### src/logic/mesf_pkg.sv
// package: register map, field positions and carriers of the metering event flag block
package mesf_pkg;

    localparam int unsigned ADDR_W = 4;

    // word offsets (byte address = 4 * index)
    localparam logic [ADDR_W-1:0] IDX_STATE_ONE  = 4'h0;
    localparam logic [ADDR_W-1:0] IDX_STATE_TWO  = 4'h1;
    localparam logic [ADDR_W-1:0] IDX_FLAGS_ZERO = 4'h2;
    localparam logic [ADDR_W-1:0] IDX_FLAGS_ONE  = 4'h3;
    localparam logic [ADDR_W-1:0] IDX_ENABLE_ZERO = 4'h4;
    localparam logic [ADDR_W-1:0] IDX_ENABLE_ONE = 4'h5;

    // reset values
    localparam logic [15:0] RST_WORD  = 16'h0000;
    localparam logic [31:0] READ_ZERO = 32'h0000_0000;

    // state word two field positions
    localparam int unsigned POS_FREQ_HIGH  = 15;
    localparam int unsigned POS_SAG_A      = 14;
    localparam int unsigned POS_SAG_B      = 13;
    localparam int unsigned POS_SAG_C      = 12;
    localparam int unsigned POS_FREQ_LOW   = 11;
    localparam int unsigned POS_LOSS_A     = 10;
    localparam int unsigned POS_LOSS_B     = 9;
    localparam int unsigned POS_LOSS_C     = 8;
    localparam int unsigned POS_TOTAL_Q    = 7;
    localparam int unsigned POS_Q_A        = 6;
    localparam int unsigned POS_Q_B        = 5;
    localparam int unsigned POS_Q_C        = 4;
    localparam int unsigned POS_TOTAL_P    = 3;
    localparam int unsigned POS_P_A        = 2;
    localparam int unsigned POS_P_B        = 1;
    localparam int unsigned POS_P_C        = 0;

    // live conditions entering the block
    typedef struct packed {
        logic       freq_above_high_status;
        logic [2:0] sag_status;          // a, b, c
        logic       freq_below_low_status;
        logic [2:0] loss_status;         // a, b, c
        logic       total_reactive_sign;
        logic [2:0] reactive_sign;       // a, b, c
        logic       total_active_sign;
        logic [2:0] active_sign;         // a, b, c
    } mesf_cond_two_s;

    typedef struct packed {
        logic [2:0] overcurrent;         // a, b, c
        logic [2:0] overvoltage;         // a, b, c
        logic       voltage_sequence_err;
        logic       current_sequence_err;
        logic       neutral_overcurrent;
        logic       reactive_noload;
        logic       active_noload;
        logic       apparent_noload;
        logic [3:0] pulse_out_reverse;   // outputs 1..4
    } mesf_cond_one_s;

    typedef struct packed {
        logic [15:0] sync_one;
        logic [15:0] sync_two;
        logic [15:0] state_one;
        logic [15:0] state_two;
        logic [15:0] prev_one;
        logic [15:0] prev_two;
        logic        primed;
        logic [15:0] flags_zero;
        logic [15:0] flags_one;
        logic [15:0] enable_zero;
        logic [15:0] enable_one;
        logic [31:0] readdata;
        logic        readdatavalid;
        logic        irq;
    } mesf_state_s;

endpackage : mesf_pkg

### src/logic/mesf_event_flags.sv
// module: metering event status word, change flags and enables behind an Avalon-MM slave
// Functional notes
// - state bit 15 high while frequency above high
// - state bit 11 high while frequency below low
// - bits 14..12 show sag on A, B, C
// - bits 10..8 show phase loss A, B, C
// - bit 7 is total reactive sign, 1 negative
// - bits 6..4 are phase reactive signs
// - bit 3 is total active sign, 1 negative
// - bits 2..0 are phase active signs
// - flags0 15..13 on overcurrent change A, B, C
// - flags0 12..10 on overvoltage change A, B, C
// - flags0 9, 8 on sequence error changes
// - flags0 7 on neutral overcurrent change
// - flags0 6..4 on no-load status changes
// - flags0 3..0 on pulse output direction changes
// - flags1 14..12 on sag changes
// - flags1 10..8 on phase loss changes
// - flags1 7..4 on reactive sign changes
// - flags1 3..0 on active sign changes
// - interrupt only where enable bit set
//
// Decided for this implementation: the Avalon-MM register port and the register offsets.
`timescale 1ns/1ps

module mesf_event_flags (
    // clock and reset
    input  wire logic                   i_clk,
    input  wire logic                   i_rst,
    // live conditions
    input  wire mesf_pkg::mesf_cond_one_s i_cond_one,
    input  wire mesf_pkg::mesf_cond_two_s i_cond_two,
    // avalon-mm slave
    input  wire logic [5:0]             i_avs_address,
    input  wire logic                   i_avs_read,
    input  wire logic                   i_avs_write,
    input  wire logic [31:0]            i_avs_writedata,
    input  wire logic [3:0]             i_avs_byteenable,
    output logic                        o_avs_waitrequest,
    output logic [31:0]                 o_avs_readdata,
    // status and interrupt
    output logic [15:0]                 o_state_two,
    output logic                        o_irq
);

    mesf_pkg::mesf_state_s state_reg;
    mesf_pkg::mesf_state_s state_next;

    logic [15:0] raw_two;
    logic [15:0] raw_one;
    logic [15:0] change_zero;
    logic [15:0] change_one;
    logic [15:0] wmask;
    logic [15:0] clr_zero;
    logic [15:0] clr_one;
    logic [15:0] wen_data;
    logic [3:0]  idx;
    logic        word_ok;
    logic        do_write;
    logic        do_read;

    // pack the live conditions into word layout
    always_comb
    begin
        raw_two = mesf_pkg::RST_WORD;
        raw_two[mesf_pkg::POS_FREQ_HIGH] = i_cond_two.freq_above_high_status;
        raw_two[mesf_pkg::POS_FREQ_LOW]  = i_cond_two.freq_below_low_status;
        raw_two[mesf_pkg::POS_SAG_A]     = i_cond_two.sag_status[2];
        raw_two[mesf_pkg::POS_SAG_B]     = i_cond_two.sag_status[1];
        raw_two[mesf_pkg::POS_SAG_C]     = i_cond_two.sag_status[0];
        raw_two[mesf_pkg::POS_LOSS_A]    = i_cond_two.loss_status[2];
        raw_two[mesf_pkg::POS_LOSS_B]    = i_cond_two.loss_status[1];
        raw_two[mesf_pkg::POS_LOSS_C]    = i_cond_two.loss_status[0];
        raw_two[mesf_pkg::POS_TOTAL_Q]   = i_cond_two.total_reactive_sign;
        raw_two[mesf_pkg::POS_Q_A]       = i_cond_two.reactive_sign[2];
        raw_two[mesf_pkg::POS_Q_B]       = i_cond_two.reactive_sign[1];
        raw_two[mesf_pkg::POS_Q_C]       = i_cond_two.reactive_sign[0];
        raw_two[mesf_pkg::POS_TOTAL_P]   = i_cond_two.total_active_sign;
        raw_two[mesf_pkg::POS_P_A]       = i_cond_two.active_sign[2];
        raw_two[mesf_pkg::POS_P_B]       = i_cond_two.active_sign[1];
        raw_two[mesf_pkg::POS_P_C]       = i_cond_two.active_sign[0];
        // word one layout matches the struct order: bit 15 down to bit 0
        raw_one = i_cond_one;
    end

    // change detection against the previous cycle, both directions
    assign change_zero = state_reg.primed ? (state_reg.state_one ^ state_reg.prev_one)
                                          : 16'h0000;
    assign change_one  = state_reg.primed ? (state_reg.state_two ^ state_reg.prev_two)
                                          : 16'h0000;

    // bus decode
    assign idx      = i_avs_address[5:2];
    assign word_ok  = (i_avs_address[1:0] == 2'h0);
    assign do_write = i_avs_write && !i_avs_read && !state_reg.readdatavalid;
    assign do_read  = i_avs_read && !i_avs_write && !state_reg.readdatavalid;
    assign wmask    = {{8{i_avs_byteenable[1]}}, {8{i_avs_byteenable[0]}}};
    assign wen_data = i_avs_writedata[15:0] & wmask;

    always_comb
    begin
        clr_zero = 16'h0000;
        clr_one  = 16'h0000;
        if (do_write && word_ok && idx == mesf_pkg::IDX_FLAGS_ZERO)
        begin
            clr_zero = wen_data;
        end
        else if (do_write && word_ok && idx == mesf_pkg::IDX_FLAGS_ONE)
        begin
            clr_one = wen_data;
        end
    end

    always_comb
    begin
        state_next               = state_reg;
        state_next.readdatavalid = 1'b0;
        // two-stage capture of asynchronous conditions
        state_next.sync_one  = raw_one;
        state_next.sync_two  = raw_two;
        state_next.state_one = state_reg.sync_one;
        state_next.state_two = state_reg.sync_two;
        state_next.prev_one  = state_reg.state_one;
        state_next.prev_two  = state_reg.state_two;
        state_next.primed    = 1'b1;
        // flags: set wins over clear
        state_next.flags_zero = (state_reg.flags_zero & ~clr_zero) | change_zero;
        state_next.flags_one  = (state_reg.flags_one & ~clr_one) | change_one;
        if (do_write && word_ok && idx == mesf_pkg::IDX_ENABLE_ZERO)
        begin
            state_next.enable_zero = (state_reg.enable_zero & ~wmask) | wen_data;
        end
        else if (do_write && word_ok && idx == mesf_pkg::IDX_ENABLE_ONE)
        begin
            state_next.enable_one = (state_reg.enable_one & ~wmask) | wen_data;
        end
        if (do_read)
        begin
            state_next.readdatavalid = 1'b1;
            state_next.readdata      = mesf_pkg::READ_ZERO;
            if (!word_ok)
            begin
                state_next.readdata = mesf_pkg::READ_ZERO;
            end
            else if (idx == mesf_pkg::IDX_STATE_ONE)
            begin
                state_next.readdata = {16'h0000, state_reg.state_one};
            end
            else if (idx == mesf_pkg::IDX_STATE_TWO)
            begin
                state_next.readdata = {16'h0000, state_reg.state_two};
            end
            else if (idx == mesf_pkg::IDX_FLAGS_ZERO)
            begin
                state_next.readdata = {16'h0000, state_reg.flags_zero};
            end
            else if (idx == mesf_pkg::IDX_FLAGS_ONE)
            begin
                state_next.readdata = {16'h0000, state_reg.flags_one};
            end
            else if (idx == mesf_pkg::IDX_ENABLE_ZERO)
            begin
                state_next.readdata = {16'h0000, state_reg.enable_zero};
            end
            else if (idx == mesf_pkg::IDX_ENABLE_ONE)
            begin
                state_next.readdata = {16'h0000, state_reg.enable_one};
            end
        end
        state_next.irq = |(state_next.flags_zero & state_next.enable_zero)
                       | |(state_next.flags_one & state_next.enable_one);
    end

    always_ff @(posedge i_clk)
    begin
        if (i_rst)
        begin
            state_reg <= '0;
        end
        else
        begin
            state_reg <= state_next;
        end
    end

    // read answered one cycle after request; write taken at once
    assign o_avs_waitrequest = i_avs_read && !state_reg.readdatavalid;
    assign o_avs_readdata    = state_reg.readdata;
    assign o_state_two       = state_reg.state_two;
    assign o_irq             = state_reg.irq;

endmodule : mesf_event_flags

### config.mk
export PLATFORM = sky130hd
export DESIGN_NAME = mesf_event_flags
export DESIGN_NICKNAME = d
export VERILOG_FILES = /design/src/logic/mesf_pkg.sv /design/src/logic/mesf_event_flags.sv
export SDC_FILE = /design/constraint.sdc
export NUM_CORES = 1
export LEC_CHECK = 0
export ABC_AREA = 1
export BUFFER_PORTS_ARGS = -buffer_cell sky130_fd_sc_hd__buf_2
export CORE_MARGIN = 2
export CORE_UTILIZATION = 55
export DETAILED_ROUTE_END_ITERATION = 16
export PLACE_DENSITY = 0.78
export RECOVER_POWER = 25
export SETUP_SLACK_MARGIN = 0.15
export SLEW_MARGIN = 20
export SYNTH_ARGS = -nofsm -noshare
export SYNTH_HDL_FRONTEND = slang
export SYNTH_SLANG_ARGS = --single-unit
### constraint.sdc
create_clock -name i_clk -period 3.3 [get_ports i_clk]
set_input_delay 0.33 -clock i_clk [delete_from_list [all_inputs] [get_ports i_clk]]
set_output_delay 0.33 -clock i_clk [all_outputs]
set_load 0.01 [all_outputs]
After elaboration in Yosys (flattened, before gate mapping). Index checks and enable logic that the tools add are counted.

Register bits: 195. Output and inout port bits: 50.

Equality and inequality tests: 5. Muxes and demuxes: 17. Bitwise gates (word level): 17. Reductions and logical operators: 17.

Operators with widths (count): 2-to-1 mux 16 bit (15); bitwise AND 16 bit (7); 2-to-1 mux 99 bit (1); OR 16 bit (4); inverter 16 bit (3); 2-to-1 mux 33 bit (1); OR reduction 16 bit (2); XOR 16 bit (2); logical AND 1 bit (10); equality test 4 x 2 -> 1 bit (second input constant) (2); equality test 4 x 3 -> 1 bit (second input constant) (2); equality test 4 x 1 -> 1 bit (second input constant) (1); zero test 4 bit (1); zero test 1 bit (3); zero test 2 bit (1); OR 1 bit (1).

Depth between registers and ports, before layout.
Depth after elaboration: 14. Depth in mapped cells: 15.

Least setup slack after synthesis. Ideal clock, no wire load.

Path kind: input-to-reg. Start: input port i_avs_address[5]. End: register state_reg, in the netlist o_irq. Arrival time: 1.441 ns. Path slack: 1.728 ns. Stages on the path: 14. Path through: inv_1 nand2_2 inv_1 nand2_2 nor2_8 nand2_1 nand2_1 clkinv_1 nand2_1 nand2_1 nor2_1 nand2_1 nor2_2 a21oi_2.

Longest elaborated chain between the ends: 10. Elaborated cells on any way between the ends: 25. Classes of those cells: eq/ne: 4; mux: 6; bitwise: 9; reduce/logical: 6.

Ends and longest elaborated chain: start, declared (RTL line mesf_event_flags.sv:34) `input wire logic [5:0] i_avs_address,`; equality test 4 x 2 -> 1 bit (RTL line mesf_event_flags.sv:108) `else if (do_write && word_ok && idx == mesf_pkg::IDX_FLAGS_ONE)`; logical AND 1 bit (RTL line mesf_event_flags.sv:108); 2-to-1 mux 16 bit (RTL line mesf_event_flags.sv:108); 2-to-1 mux 16 bit (RTL line mesf_event_flags.sv:104) `if (do_write && word_ok && idx == mesf_pkg::IDX_FLAGS_ZERO)`; inverter 16 bit (RTL line mesf_event_flags.sv:128) `state_next.flags_one = (state_reg.flags_one & ~clr_one) | change_one;`; bitwise AND 16 bit (RTL line mesf_event_flags.sv:128); OR 16 bit (RTL line mesf_event_flags.sv:128); bitwise AND 16 bit (RTL line mesf_event_flags.sv:171) `| |(state_next.flags_one & state_next.enable_one);`; OR reduction 16 bit (RTL line mesf_event_flags.sv:171); OR 1 bit * (RTL line mesf_event_flags.sv:171); end signal, assigned (RTL line mesf_event_flags.sv:182) `state_reg <= state_next;`; end, declared (RTL line mesf_event_flags.sv:46) `mesf_pkg::mesf_state_s state_reg;`.

Every way passes the cells marked *; elsewhere a longest branch is shown, timed or not. A chain may end at the register's enable or synchronous reset.

Worst setup path after layout.
Start: input port i_rst. End: register state_reg[76] in the netlist's numbering.

RTL lines: start, declared (RTL line mesf_event_flags.sv:29) `input wire logic i_rst,`.

No word-level cell between the ends.

==> results.txt <==
Post-CTS Hold Buffers: 0
Initial Util: 55.6%
Slew HR: -85.3%
Area Growth Syn to Fin: 9.74%
CP Class: input port to register
Hold Path Cell Cnt: 3
Yosys cell types: 32
CP Launch Type: input port
Yosys warning count: 0
Register bit count reported by yosys: 179
H-Tree Depth: 4
Area of the die: 0.0162 mm2
Failing checks: capacitance limit, slew limit
Final setup margin: 0.631 ns
Leak Pwr: 4.74 nW
Number of global-route vias before repair: 6332
Drt via density: 4.95
Max reg flops: 98
Mapped cell area: 0.00836 mm2
Row count: 45
F_max: 375 MHz
Post-DP HPWL: 13600 um
Worst path max stage delay: 1.93 ns
Max-cap violations: 1
Slowest-stage cell, CP: clkbuf_1
# clock sinks: 179
Hold Path Sink: state_next[132]$_SDFF_PP0_
Initial antenna violation count: 0
I/O pin count: 128
Final WL: 19800 um
Routed len/inst: 13.6 um
Maximum VDD drop: 0.000388 V
Biggest area consumer among synthesized cells: dfxtp_1
Post-synthesis sequential area ratio: 42.9%
Critical path arrival: 2.95 ns
Clock transition at the registers of the reported paths: 0.06 ns
CP cell instances: clkbuf_1 -> buf_12 -> a21oi_1
Setup-failing EPs final: 0
Total grt overflow: 0
Post-synth ARST share: 0%
Maximum buffer depth of the clock tree: 2
Crit path max fanout: 119
Post-CTS Setup Bufs: 0
Synth area leaders: dfxtp_1, nand2_1, inv_1
CTS tree: built
DP Area: 0.00856 mm2
Cell with the most instances after synthesis: nand2_1
RSZ-0062 raised after global routing: false
Commonest cells post-synth: nand2_1, inv_1, dfxtp_1, nor2_1, nand3_1
CP required: 3.58 ns
Main synth FF type: dfxtp_1
Worst skew pair latency: 0.43 ns
Post-cts gate resize count: 0
Clk_skew: 0.0106 ns
Cells after Synth: 1216
Net count, final: 1332
Status: finished with violations
Root buffer cell: clkbuf_16
Vias: 7197
First-pass GRT wire length: 31700 um
Hold Crit Class: input port to register
Slew of the pin with the lowest slew margin: 2.78 ns
Period Utilization, post-route: 80.9%
Ratio of cells with drive above 1 in the final layout: 15.5%
Die W: 127 um
Fin. Hold Viols: 0
Gr usage total: 24.9%
Final ANT Viol Nets: 0
Worst Setup SP: i_rst
Post-layout minimum cycle time: 2.67 ns
Total Power: 4.73 mW
Syn Area/Cell: 6.87 um2
Worst R2R Path Depth: 13
Power Dens Cells: 515 mW/mm2
Share of the synthesized area in the top cell type: 42.9%
Core ar.: 0.0150 mm2
Total iterations of the first detailed-routing run: 5
Reg2reg setup slack: 1.16 ns
Critical R2R Launch: state_reg[1]$_SDFF_PP0_
RD Place Congestion: 0.890
EDFF count, synth: 0
TritonCTS buffer count: 17
DIE HEIGHT: 127 um
CP endpoint kind: register
DR iter-0 viols: 714
Hold_sp: i_cond_two[1]
Number of diodes: 0
Max-slew violation count: 61
Setup Slack @ Placement: 0.990 ns
DRC viols: 0
RR Endpoint: o_irq$_SDFF_PP0_
Port Buffer Count: 93
Setup TNS: 0 ns
Largest net degree at the start of global routing: 120
Final instance area: 0.00917 mm2
power breakdown:
| part | switching [mW] | total (mW) | leakage, nW | internal, mW |
|---|---|---|---|---|
| clock | 0.845 | 2.10 | 0.304 | 1.26 |
| sequential | 0.0380 | 2.27 | 1.46 | 2.23 |
| combinational | 0.234 | 0.357 | 2.97 | 0.122 |
| total | 1.12 | 4.73 | 4.74 | 3.61 |
routing by layer:
metal | up-vias | track usage [%] | routed length, um
met5 | - | 0 | 0
met4 | 0 | 8.53 | 394
met3 | 23 | 4.98 | 1550
met2 | 263 | 39.6 | 8910
met1 | 3182 | 33.9 | 8960
li1 | 3729 | - | -
worst max-delay path by stage:
stage	to	slack [ns]	cells past startpoint
after floorplan	o_irq$_SDFF_PP0_	1.73	14
after global placement	o_irq$_SDFF_PP0_	1.01	14
after detailed placement	o_irq$_SDFF_PP0_	0.99	14
after CTS	o_irq$_SDFF_PP0_	1.18	13
after global routing	state_reg[108]$_SDFF_PP0_	0.50	3
final	state_reg[76]$_SDFF_PP0_	0.63	3
final cells by class:
| cell class | count | area (um2) |
|---|---|---|
| Sequential cell | 179 | 3580 |
| Inverter | 202 | 758 |
| Clock buffer | 21 | 470 |
| Fill cell | 1340 | 5860 |
| Timing Repair Buffer | 102 | 543 |
| Clock inverter | 11 | 151 |
| Tap cell | 188 | 235 |
| Multi-Input combinational cell | 752 | 3430 |
per-stage QoR:
step | hold WS, ns | util, % | std cells
finish | 0.0994 | 61.0 | 1455
global route | 0.0953 | 61.0 | 1455
CTS | 0.0894 | 61.1 | 1455
detailed placement | 0.392 | 56.9 | 1423
global placement | 0.389 | 56.9 | 1423
floorplan | 0.388 | - | 1231
cells in the final DEF (no fill, tap or decap), types with 6 or more instances in the layout:
cell type | synthesis | routed
nand2_2 | 7 | 7
conb_1 | 1 | 16
inv_1 | 188 | 188
o2111ai_1 | 11 | 11
nand3_1 | 91 | 91
inv_2 | 8 | 8
dfxtp_1 | 179 | 179
buf_2 | 6 | 91
a21oi_1 | 62 | 62
o21ai_0 | 41 | 41
buf_4 | 52 | 8
o211ai_1 | 9 | 9
clkinv_1 | 6 | 6
clkbuf_16 | 0 | 17
nand2_1 | 307 | 307
or2_2 | 32 | 32
nor2_1 | 140 | 140
o22ai_1 | 7 | 7
nor2_2 | 6 | 6
kinds of logic (layout without fill, tap and decap cells):
| kind of cell | count (synthesis) | after routing | synth area share (%) |
|---|---|---|---|
| AO/OA/AOI/OAI | 140 | 140 | 9.59 |
| buffers and inverters | 300 | 336 | 16.7 |
| flip-flops | 179 | 179 | 42.9 |
| AND/OR/NAND/NOR | 596 | 596 | 30.7 |
| other | 1 | 16 | 0.0449 |
worst max-delay path, delay by kind of cell:
family / cells / cell delay (ns)
buffers and inverters: 2 / 2.41
AOI/OAI and AO/OA: 1 / 0.12
(Power assumes the default switching activity.)
